--- src/core/flash_seq_pkg.sv ---
// Contract
// Host checks lock clear, suspend-ready before suspend
// Suspend handling error sets command lock
// Operation done before suspend: no error, no suspension
// Accepted suspend shows ready plus one suspended flag
// Resume when not suspended: illegal error, lock
// Erase suspended: program other blocks allowed
// Clearing mode entry leaves suspension for read
// Host restores mode entry before resume
// Start clears ready; later raise suspend-ready (not raised for a program started during erase suspension)
// Accepted suspend clears suspend-ready
// Program suspend finishes pulse, then flags, ready
// Program resume clears ready, program-suspended; restarts
// Policy bit: 0 suspension-priority, 1 erasure-priority
// Suspension-priority cuts erase pulse at once
// Each erase pulse cut only once
// Erasure-priority always completes erase pulse
// Erase resume clears ready, erase-suspended; restarts
// Status clear wipes lock and correction flags
// Forced stop resets unit; interrupted op counted
// Blank check direction must match address order
// Blank range in words, 4 bytes to 64K
// Codes 71 then D0 start blank check
// Non-blank data address captured in register
// Command lock refuses all but clear, stop
package flash_seq_pkg;
  // Register byte offsets
  localparam logic [7:0] OFF_CMD = 8'h00;
  localparam logic [7:0] OFF_STATUS = 8'h04;
  localparam logic [7:0] OFF_MODE = 8'h08;
  localparam logic [7:0] OFF_POLICY = 8'h0C;
  localparam logic [7:0] OFF_BLANK_CTRL = 8'h10;
  localparam logic [7:0] OFF_START = 8'h14;
  localparam logic [7:0] OFF_END = 8'h18;
  localparam logic [7:0] OFF_BLANK_RES = 8'h1C;
  localparam logic [7:0] OFF_NONBLANK = 8'h20;
  localparam logic [7:0] OFF_PCOUNT = 8'h24;
  // Status bit positions
  localparam int ST_READY = 0;
  localparam int ST_SUSPEND_READY_FLAG = 1;
  localparam int ST_ESUSP = 2;
  localparam int ST_PSUSP = 3;
  localparam int ST_LOCK = 4;
  localparam int ST_ERR_LSB = 5;
  localparam int ST_CORR_LSB = 11;
  // Lock error vector index: 0 illegal, 1 erase, 2 program, 3 otp, 4 config, 5 table
  localparam int NUM_ERR = 6;
  localparam int NUM_CORR = 3;
  // Command codes
  localparam logic [7:0] CMD_ERASE = 8'h20;
  localparam logic [7:0] CMD_PROGRAM = 8'hE8;
  localparam logic [7:0] CMD_BLANK = 8'h71;
  localparam logic [7:0] CMD_GO = 8'hD0;
  localparam logic [7:0] CMD_SUSPEND = 8'hB0;
  localparam logic [7:0] CMD_CLEAR = 8'h50;
  localparam logic [7:0] CMD_FSTOP = 8'hB3;
  // Timing
  localparam int CLK_NS = 10;
  localparam int PROG_PULSE_NS = 200;
  localparam int ERASE_PULSE_NS = 800;
  localparam logic [15:0] PROG_PULSE_CYC = 16'(PROG_PULSE_NS / CLK_NS);
  localparam logic [15:0] ERASE_PULSE_CYC = 16'(ERASE_PULSE_NS / CLK_NS);
  localparam logic [7:0] PROG_PULSES = 8'h04;
  localparam logic [7:0] ERASE_PULSES = 8'h04;
  // Blank check limits and block size
  localparam logic [31:0] BLANK_MAX_SPAN = 32'h0001_0000;
  localparam logic [31:0] BLANK_DATA = 32'hFFFF_FFFF;
  localparam int BLOCK_SHIFT = 13;
  localparam logic [15:0] MODE_RESET = 16'h0000;
endpackage : flash_seq_pkg

--- src/core/flash_suspend_resume_blank_check.sv ---
// Design decisions made here: the register offsets and the APB interface to the registers.
`timescale 1ns/1ps
`default_nettype none
module flash_suspend_resume_blank_check
(
  input wire logic clk_i,
  input wire logic rst_i,
  input wire logic psel_i,
  input wire logic penable_i,
  input wire logic pwrite_i,
  input wire logic [7:0] paddr_i,
  input wire logic [31:0] pwdata_i,
  output logic [31:0] prdata_o,
  output logic pready_o,
  output logic pslverr_o,
  input wire logic [flash_seq_pkg::NUM_ERR-2:0] err_set_i,
  input wire logic [flash_seq_pkg::NUM_CORR-1:0] corr_set_i,
  input wire logic array_rvalid_i,
  input wire logic [31:0] array_rdata_i,
  output logic array_rd_o,
  output logic [31:0] array_addr_o,
  output logic pulse_prog_o,
  output logic pulse_erase_o
);
  import flash_seq_pkg::*;

  typedef enum logic [2:0] {IDLE, PROG, ERASE, BLANK, PSUSP, ESUSP} seq_state_e;

  seq_state_e state;
  logic [15:0] mode_entry_reg;
  logic erase_suspend_policy_bit;
  logic scan_direction_bit;
  logic [31:0] start_address_reg;
  logic [31:0] end_address_reg;
  logic blank_result_flag;
  logic [31:0] nonblank_address_reg;
  logic [31:0] prog_count;
  logic [NUM_ERR-1:0] lock_err;
  logic [NUM_CORR-1:0] corr_flags;
  logic suspend_ready_flag;
  logic susp_pending;
  logic esusp_hold;
  logic erase_cut;
  logic [15:0] pulse_cnt;
  logic [7:0] prog_left;
  logic [7:0] erase_left;
  logic [31:0] erase_block;
  logic [31:0] scan_addr;
  logic [7:0] pend;
  logic command_lock_flag;
  logic sequencer_ready_flag;
  logic erase_suspended_flag;
  logic program_suspended_flag;
  logic bus_write;
  logic cmd_wr;
  logic [7:0] cmd_byte;
  logic mapped;
  logic [31:0] rd_data;
  logic do_fstop;
  logic do_sclr;
  logic do_suspend;
  logic do_resume;
  logic start_prog;
  logic start_erase;
  logic start_blank;
  logic set_illegal;
  logic set_pending;
  logic clear_pending;
  logic range_bad;
  logic [31:0] span;
  logic mode_clear;
  logic cut_now;
  logic pulse_end;
  logic op_done;
  logic busy;

  // Derived status flags
  assign command_lock_flag = |lock_err;
  assign sequencer_ready_flag = (state == IDLE) || (state == PSUSP) || (state == ESUSP);
  assign erase_suspended_flag = (state == ESUSP) || esusp_hold;
  assign program_suspended_flag = (state == PSUSP);
  assign busy = (state == PROG) || (state == ERASE);

  // Bus strobes
  assign bus_write = psel_i && penable_i && pready_o && pwrite_i;
  assign cmd_wr = bus_write && (paddr_i == OFF_CMD);
  assign cmd_byte = pwdata_i[7:0];
  assign mode_clear = bus_write && (paddr_i == OFF_MODE) && (pwdata_i[15:0] == 16'h0000)
                      && ((state == PSUSP) || (state == ESUSP));

  // Blank range check, word units
  always_comb
  begin
    span = scan_direction_bit ? (start_address_reg - end_address_reg)
                              : (end_address_reg - start_address_reg);
    range_bad = (scan_direction_bit ? (start_address_reg < end_address_reg)
                                    : (start_address_reg > end_address_reg))
                || (span >= BLANK_MAX_SPAN);
  end

  // Erase pulse cut and pulse completion
  assign cut_now = do_suspend && (state == ERASE) && !erase_suspend_policy_bit
                   && !erase_cut;
  assign pulse_end = busy && (pulse_cnt == 16'h0001) && !cut_now;
  assign op_done = pulse_end && ((state == PROG) ? (prog_left == 8'h01)
                                                 : (erase_left == 8'h01));

  // Command decode
  always_comb
  begin
    do_fstop = 1'b0;
    do_sclr = 1'b0;
    do_suspend = 1'b0;
    do_resume = 1'b0;
    start_prog = 1'b0;
    start_erase = 1'b0;
    start_blank = 1'b0;
    set_illegal = 1'b0;
    set_pending = 1'b0;
    clear_pending = 1'b0;
    if (cmd_wr)
    begin
      if (cmd_byte == CMD_FSTOP)
        do_fstop = 1'b1;
      else if (cmd_byte == CMD_CLEAR)
        do_sclr = 1'b1;
      else if (!command_lock_flag)
      begin
        if (pend != 8'h00)
        begin
          clear_pending = 1'b1;
          if ((cmd_byte != CMD_GO) || (mode_entry_reg == 16'h0000))
            set_illegal = 1'b1;
          else if (pend == CMD_ERASE)
          begin
            if (state == IDLE)
              start_erase = 1'b1;
            else
              set_illegal = 1'b1;
          end
          else if (pend == CMD_PROGRAM)
          begin
            if ((state == IDLE) || ((state == ESUSP)
                && ((start_address_reg >> BLOCK_SHIFT) != erase_block)))
              start_prog = 1'b1;
            else
              set_illegal = 1'b1;
          end
          else if ((state == IDLE) && !range_bad)
            start_blank = 1'b1;
          else
            set_illegal = 1'b1;
        end
        else if ((cmd_byte == CMD_ERASE) || (cmd_byte == CMD_PROGRAM)
                 || (cmd_byte == CMD_BLANK))
          set_pending = 1'b1;
        else if (cmd_byte == CMD_SUSPEND)
        begin
          if (suspend_ready_flag)
            do_suspend = 1'b1;
          else if (state != IDLE)
            set_illegal = 1'b1;
          // Operation already finished: ignored quietly
        end
        else if (cmd_byte == CMD_GO)
        begin
          if ((state == PSUSP) || (state == ESUSP))
            do_resume = 1'b1;
          else
            set_illegal = 1'b1;
        end
        else
          set_illegal = 1'b1;
      end
    end
  end

  // Pending first byte of two-byte commands
  always_ff @(posedge clk_i or posedge rst_i)
  begin
    if (rst_i)
      pend <= 8'h00;
    else if (do_fstop || clear_pending)
      pend <= 8'h00;
    else if (set_pending)
      pend <= cmd_byte;
  end

  // Operation sequencer and pulse timing
  always_ff @(posedge clk_i or posedge rst_i)
  begin
    if (rst_i)
    begin
      state <= IDLE;
      susp_pending <= 1'b0;
      esusp_hold <= 1'b0;
      erase_cut <= 1'b0;
      pulse_cnt <= 16'h0000;
      prog_left <= 8'h00;
      erase_left <= 8'h00;
      erase_block <= 32'h0000_0000;
    end
    else if (do_fstop || mode_clear)
    begin
      state <= IDLE;
      susp_pending <= 1'b0;
      esusp_hold <= 1'b0;
      erase_cut <= 1'b0;
    end
    else
    begin
      unique case (state)
        IDLE:
        begin
          if (start_prog)
          begin
            state <= PROG;
            prog_left <= PROG_PULSES;
            pulse_cnt <= PROG_PULSE_CYC;
            esusp_hold <= 1'b0;
          end
          else if (start_erase)
          begin
            state <= ERASE;
            erase_left <= ERASE_PULSES;
            pulse_cnt <= ERASE_PULSE_CYC;
            erase_cut <= 1'b0;
            erase_block <= start_address_reg >> BLOCK_SHIFT;
          end
          else if (start_blank)
            state <= BLANK;
        end
        ESUSP:
        begin
          if (start_prog)
          begin
            state <= PROG;
            prog_left <= PROG_PULSES;
            pulse_cnt <= PROG_PULSE_CYC;
            esusp_hold <= 1'b1;
          end
          else if (do_resume)
          begin
            state <= ERASE;
            pulse_cnt <= ERASE_PULSE_CYC;
          end
        end
        PSUSP:
        begin
          if (do_resume)
          begin
            state <= PROG;
            pulse_cnt <= PROG_PULSE_CYC;
          end
        end
        PROG, ERASE:
        begin
          if (cut_now)
          begin
            state <= ESUSP;
            erase_cut <= 1'b1;
            susp_pending <= 1'b0;
          end
          else if (pulse_end)
          begin
            susp_pending <= 1'b0;
            if (state == PROG)
              prog_left <= prog_left - 8'h01;
            else
            begin
              erase_left <= erase_left - 8'h01;
              erase_cut <= 1'b0;
            end
            if (op_done)
            begin
              state <= esusp_hold ? ESUSP : IDLE;
              esusp_hold <= 1'b0;
            end
            else if (susp_pending || do_suspend)
              state <= (state == PROG) ? PSUSP : ESUSP;
            else
              pulse_cnt <= (state == PROG) ? PROG_PULSE_CYC : ERASE_PULSE_CYC;
          end
          else
          begin
            pulse_cnt <= pulse_cnt - 16'h0001;
            if (do_suspend)
              susp_pending <= 1'b1;
          end
        end
        BLANK:
        begin
          if (array_rvalid_i && ((array_rdata_i != BLANK_DATA)
              || (scan_addr[31:2] == end_address_reg[31:2])))
            state <= IDLE;
        end
      endcase
    end
  end

  // Suspend-ready once running and no suspend taken
  always_ff @(posedge clk_i or posedge rst_i)
  begin
    if (rst_i)
      suspend_ready_flag <= 1'b0;
    else
      suspend_ready_flag <= busy && !esusp_hold && !susp_pending && !do_suspend
                            && !do_fstop && !op_done;
  end

  // Pulse drive towards the array, low one cycle between pulses
  always_ff @(posedge clk_i or posedge rst_i)
  begin
    if (rst_i)
    begin
      pulse_prog_o <= 1'b0;
      pulse_erase_o <= 1'b0;
    end
    else
    begin
      pulse_prog_o <= (state == PROG) && !do_fstop && !pulse_end;
      pulse_erase_o <= (state == ERASE) && !do_fstop && !cut_now && !pulse_end;
    end
  end

  // Blank check scan and result capture
  always_ff @(posedge clk_i or posedge rst_i)
  begin
    if (rst_i)
    begin
      scan_addr <= 32'h0000_0000;
      array_rd_o <= 1'b0;
      array_addr_o <= 32'h0000_0000;
      blank_result_flag <= 1'b0;
      nonblank_address_reg <= 32'h0000_0000;
    end
    else if (do_fstop)
      array_rd_o <= 1'b0;
    else if (start_blank)
    begin
      scan_addr <= {start_address_reg[31:2], 2'b00};
      array_addr_o <= {start_address_reg[31:2], 2'b00};
      array_rd_o <= 1'b1;
      blank_result_flag <= 1'b0;
    end
    else if ((state == BLANK) && array_rvalid_i)
    begin
      if (array_rdata_i != BLANK_DATA)
      begin
        blank_result_flag <= 1'b1;
        nonblank_address_reg <= scan_addr;
      end
      else if (scan_addr[31:2] != end_address_reg[31:2])
      begin
        scan_addr <= scan_direction_bit ? scan_addr - 32'h4 : scan_addr + 32'h4;
        array_addr_o <= scan_direction_bit ? scan_addr - 32'h4 : scan_addr + 32'h4;
        array_rd_o <= 1'b1;
      end
    end
    else
      array_rd_o <= 1'b0;
  end

  // Program/erase cycle count, force-stopped ops included
  always_ff @(posedge clk_i or posedge rst_i)
  begin
    if (rst_i)
      prog_count <= 32'h0000_0000;
    else if ((do_fstop && (busy || (state == PSUSP) || (state == ESUSP))) || op_done)
      prog_count <= prog_count + 32'h1;
  end

  // Lock errors and correction flags, set wins over clear
  always_ff @(posedge clk_i or posedge rst_i)
  begin
    if (rst_i)
    begin
      lock_err <= '0;
      corr_flags <= '0;
    end
    else
    begin
      lock_err <= (lock_err & {NUM_ERR{!(do_sclr || do_fstop)}})
                  | {err_set_i, set_illegal};
      corr_flags <= (corr_flags & {NUM_CORR{!do_sclr}}) | corr_set_i;
    end
  end

  // Software registers
  always_ff @(posedge clk_i or posedge rst_i)
  begin
    if (rst_i)
    begin
      mode_entry_reg <= MODE_RESET;
      erase_suspend_policy_bit <= 1'b0;
      scan_direction_bit <= 1'b0;
      start_address_reg <= 32'h0000_0000;
      end_address_reg <= 32'h0000_0000;
    end
    else if (bus_write)
    begin
      unique case (paddr_i)
        OFF_MODE: mode_entry_reg <= pwdata_i[15:0];
        OFF_POLICY: erase_suspend_policy_bit <= pwdata_i[0];
        OFF_BLANK_CTRL: scan_direction_bit <= pwdata_i[0];
        OFF_START: start_address_reg <= pwdata_i;
        OFF_END: end_address_reg <= pwdata_i;
        default: ;
      endcase
    end
  end

  // Read data mux
  always_comb
  begin
    mapped = 1'b1;
    rd_data = 32'h0000_0000;
    unique case (paddr_i)
      OFF_CMD: rd_data = 32'h0000_0000;
      OFF_STATUS:
      begin
        rd_data[ST_READY] = sequencer_ready_flag;
        rd_data[ST_SUSPEND_READY_FLAG] = suspend_ready_flag;
        rd_data[ST_ESUSP] = erase_suspended_flag;
        rd_data[ST_PSUSP] = program_suspended_flag;
        rd_data[ST_LOCK] = command_lock_flag;
        rd_data[ST_ERR_LSB +: NUM_ERR] = lock_err;
        rd_data[ST_CORR_LSB +: NUM_CORR] = corr_flags;
      end
      OFF_MODE: rd_data[15:0] = mode_entry_reg;
      OFF_POLICY: rd_data[0] = erase_suspend_policy_bit;
      OFF_BLANK_CTRL: rd_data[0] = scan_direction_bit;
      OFF_START: rd_data = start_address_reg;
      OFF_END: rd_data = end_address_reg;
      OFF_BLANK_RES: rd_data[0] = blank_result_flag;
      OFF_NONBLANK: rd_data = nonblank_address_reg;
      OFF_PCOUNT: rd_data = prog_count;
      default: mapped = 1'b0;
    endcase
  end

  // APB answer, one wait-free access phase
  always_ff @(posedge clk_i or posedge rst_i)
  begin
    if (rst_i)
    begin
      pready_o <= 1'b0;
      pslverr_o <= 1'b0;
      prdata_o <= 32'h0000_0000;
    end
    else
    begin
      pready_o <= psel_i && !penable_i;
      pslverr_o <= psel_i && !penable_i && !mapped;
      if (psel_i && !penable_i && !pwrite_i)
        prdata_o <= rd_data;
    end
  end
endmodule : flash_suspend_resume_blank_check
`default_nettype wire

--- config.mk ---
export PLATFORM = sky130hd
export DESIGN_NAME = flash_suspend_resume_blank_check
export DESIGN_NICKNAME = d
export VERILOG_FILES = /design/src/core/flash_seq_pkg.sv /design/src/core/flash_suspend_resume_blank_check.sv
export SDC_FILE = /design/constraint.sdc
export NUM_CORES = 1
export LEC_CHECK = 0
export BUFFER_PORTS_ARGS = -buffer_cell sky130_fd_sc_hd__buf_2
export CORE_AREA = 2 2 233 235
export CTS_CLUSTER_DIAMETER = 150
export DETAILED_ROUTE_END_ITERATION = 10
export DIE_AREA = 0 0 235 237
export PLACE_DENSITY_LB_ADDON = 0.12
export SETUP_SLACK_MARGIN = 0.4
export SLEW_MARGIN = 5
export SYNTH_ARGS = -nofsm -noshare
export SYNTH_HDL_FRONTEND = slang
export SYNTH_SLANG_ARGS = --single-unit
--- constraint.sdc ---
create_clock -name clk_i -period 22.5 [get_ports clk_i]
set_input_delay 1.125 -clock clk_i [delete_from_list [all_inputs] [get_ports clk_i]]
set_output_delay 1.125 -clock clk_i [all_outputs]
set_load 0.05 [all_outputs]
==> summary.md <==
| Metric | Value |
|---|---|
| Outcome | `complete, no violations` |
| Netlist cell types | `88` |
| Post-synthesis compound-gate area fraction | `17.1%` |
| Antenna Nets Post-Route | `0` |
| Mean Syn Cell Area | `9.64 um2` |
| Final Skew | `around 0.021 ns` |
| Post_cts resized | `0` |
| # rows | `85` |
| Worst hold slack | `around 0.47 ns` |
| Pwr Density | `58.8 nW/um2` |
| Crit start category | `input pin` |
| CTS Buffer Depth | `3` |
| Tcrit/Tclk final | `23.7%` |
| Routed WL per cell | `around 23 um` |
| Post-Synthesis Cells | `approximately 1900` |
| Synth area leaders | `dfrtp_1, mux2_2, ha_1` |
| M1 WL | `30000 um` |
| GR Overflow Total | `0` |
| Core area | `53300 um2` |
| Final Setup Violations | `0` |
| WP data arrival | `around 5.8 ns` |
| CTS buffer count | `37` |
| Final Net Count | `2223` |
| Layout Cells excl Fill | `approximately 2800` |
| Final Util | `between 30% and 40%` |
| Layout cell share with drive strength beyond 1 | `approximately a fifth` |
| Synth Area in XOR/XNOR | `6.07%` |
| Vias per cell | `5.60` |
| Clock latency at the later pin of the worst-skew pair | `~0.56 ns` |
| IO Port Bufs | `152` |
| Met2 wire len | `27600 um` |
| Drt pass-1 iters | `5` |
| Met3 Wirelength | `3720 um` |
| Kind of critical path | `in2reg` |
| Antenna violations before repair | `2` |
| Final WL | `63900 um` |
| RSZ-0062 raised after global routing | `false` |
| Main synth FF type | `dfrtp_1` |
| Drc violations | `0` |
| Max Fclk | `0.188 GHz` |
| CP max stage delay | `0.84 ns` |
| Register bit total from synthesis | `~290` |
| DRT iter0 DRCs | `1246` |
| Main combinational cell family by area after synthesis | `compound AO/OA/AOI/OAI gates` |
| Initial Util | `34.6%` |
| CTS H-Tree Depth | `2` |
| Global-route wire length before repair | `slightly below 100000 um` |
| Clock sink total | `287` |
| CTS tree | `built` |
| Root cell of the clock tree | `clkbuf_16` |
| Mux cell area share after synthesis | `around an eighth` |
| Ys Warns | `0` |
| Number of global-route vias before repair | `15200` |
| Die Area | `approximately 56000 um2` |
| CTS Hold Bufs | `0` |
| # fillers | `5315` |
| Post-synthesis sequential area ratio | `roughly two fifths` |
| Critical path, cell by cell | `buf_2 > nor4_2 > and3_1 > nand2_1 > o41ai_1 > nor3b_1 > o211ai_2 > or2_1 > o211ai_4 > or3_1 > a21oi_1` |
| Max cap viols | `0` |
| Clk slew on worst S/H paths | `0.06 ns` |
| RD Place Congestion | `0.908` |
| I/O pin total | `155` |
| GR Util All Layers | `between 20% and 30%` |
| Area of the multi-input gates | `between 10000 and 15000 um2` |
| Post-synth EDFFs | `0` |
| Largest net degree at the start of global routing | `171` |
| CP max stage cell | `o41ai_1` |
| Min Tclk post-route | `5.33 ns` |
| VDD IR max | `0.0419 mV` |
| Vias post-DR | `15500` |
| Worst-margin pin slew | `roughly 1.2 ns` |
| TNS Setup | `0 ns` |
| Synthesized-area fraction occupied by adder cells | `6.97%` |
| Uppermost layer routed | `met5` |
| Placed cell area | `about 20000 um2` |
| Fin area | `21200 um2` |
| Postcts setup bufs | `0` |
| Cell area after synthesis | `18500 um2` |
| Reg area | `roughly 7200 um2` |
| Post-synthesis simple-gate area fraction | `between 10% and 20%` |
| Fin. max-slew vios | `0` |
| Area growth syn-to-layout | `14.6%` |
| Hpwl dp | `48300 um` |
| Dpl cells | `2693` |
| Top-area cell type share of the netlist area | `between 30% and 40%` |
| Hold Path Class | `reg2reg` |
| Relative slew slack | `21.1%` |
| Leading area contributor after synthesis | `dfrtp_1` |
| Asr flop ratio synth | `between 90% and 100%` |
| DIE HEIGHT | `237 um` |
| Leak | `9.79 nW` |
| Critical path peak fanout | `23` |
| Worst EP required | `22.98 ns` |
| Fin. Hold Viols | `0` |
| Nature of the critical path endpoint | `flip-flop` |
| DIE WIDTH | `235 um` |
-- cell usage in the layout, fill, tap and decap left out, drive strengths merged, types with 21 or more instances in the layout --
cell,instances
dfrtp,287
a21o,40
clkbuf,57
mux2,138
nand4,38
mux2i,61
xor2,34
a21oi,101
buf,167
a221oi,23
nor3,43
ha,98
nor2,131
or3,21
nor4,42
a22oi,36
xnor2,94
nand2b,25
nand3,44
inv,100
nand2,116
o21ai,103
-- worst max-delay path: cells and delay by family --
family	cells	cell delay [ns]
and+or+nand+nor	6	3.04
AOI/OAI and AO/OA	4	1.51
buffers and inverters	1	0.12
-- final cells by class --
type                            count  area share [%]
Multi-Input combinational cell   1444            50.0
Sequential cell                   287            33.9
Clock buffer                       57            5.16
Timing Repair Buffer              167            4.19
Tap cell                          696            4.12
Inverter                           99            1.79
Clock inverter                      9           0.739
Antenna cell                        2          0.0237
-- power breakdown --
| part | internal, W | switching, W | leakage (nW) |
|---|---|---|---|
| registers | 0.000521 | 0.00000553 | 3.91 |
| clock network | 0.000380 | 0.000238 | 0.611 |
| logic | 0.0000302 | 0.0000685 | 5.27 |
| total | 0.000931 | 0.000312 | 9.79 |
-- cells by family (layout without fill, tap and decap cells) --
| logic type | after synthesis | after routing |
|---|---|---|
| AND/OR/NAND/NOR | 548 | 548 |
| AO/OA/AOI/OAI | 466 | 466 |
| flip-flops | 287 | 287 |
| multiplexers | 199 | 199 |
| buffers and inverters | 185 | 332 |
| XOR/XNOR | 128 | 128 |
| adder cells (fa/ha/maj) | 101 | 101 |
| other | 1 | 4 |
-- layer usage --
metal  global-route usage [%]  up-vias
met5                        0        -
met3                     4.09      107
met2                     34.6      505
met4                     9.05        4
met1                     31.7     7557
li1                         -     7277
-- final timing paths --
check,from,end,slack (ns),cells after the start
worst max-delay path,paddr_i[4],state[2],17.17,11
min in group asynchronous,rst_i,prog_left[0],0.70,2
worst min-delay path,prdata_o[28],prdata_o[28],0.47,2
worst max register to register,start_address_reg[23],scan_addr[31],17.58,14
max in group asynchronous,rst_i,scan_direction_bit,20.31,3
worst min register to register,prdata_o[28],prdata_o[28],0.47,2
-- through the flow --
stage          total power [W]  setup WS [ns]
3_5_place_dp          0.000634          16.59
5_1_grt                0.00129          16.90
6_report               0.00124          17.17
4_1_cts                0.00126          17.18
3_3_place_gp          0.000634          16.69
2_1_floorplan         0.000597          13.45
-- cells in the mapped netlist, types with 10 or more instances --
library cell / instances
nand3_1: 43
mux2i_1: 61
dfrtp_1: 287
and3_1: 20
nor3_1: 40
or3_1: 21
a22o_1: 16
nand2b_1: 25
a211oi_1: 15
a221oi_1: 23
buf_1: 10
nand2_1: 116
and2_1: 11
xnor2_1: 94
mux2_2: 135
xor2_1: 34
a41oi_1: 15
a21o_1: 40
clkbuf_1: 65
inv_1: 98
a22oi_1: 36
a21oi_1: 100
ha_1: 98
nor4_1: 41
nand4_1: 38
o21ai_0: 93
a31oi_1: 17
o21ai_1: 10
o21a_1: 12
o21bai_1: 14
nor2b_1: 16
nor2_1: 131
Note: power is estimated with default switching activity, not from simulation.
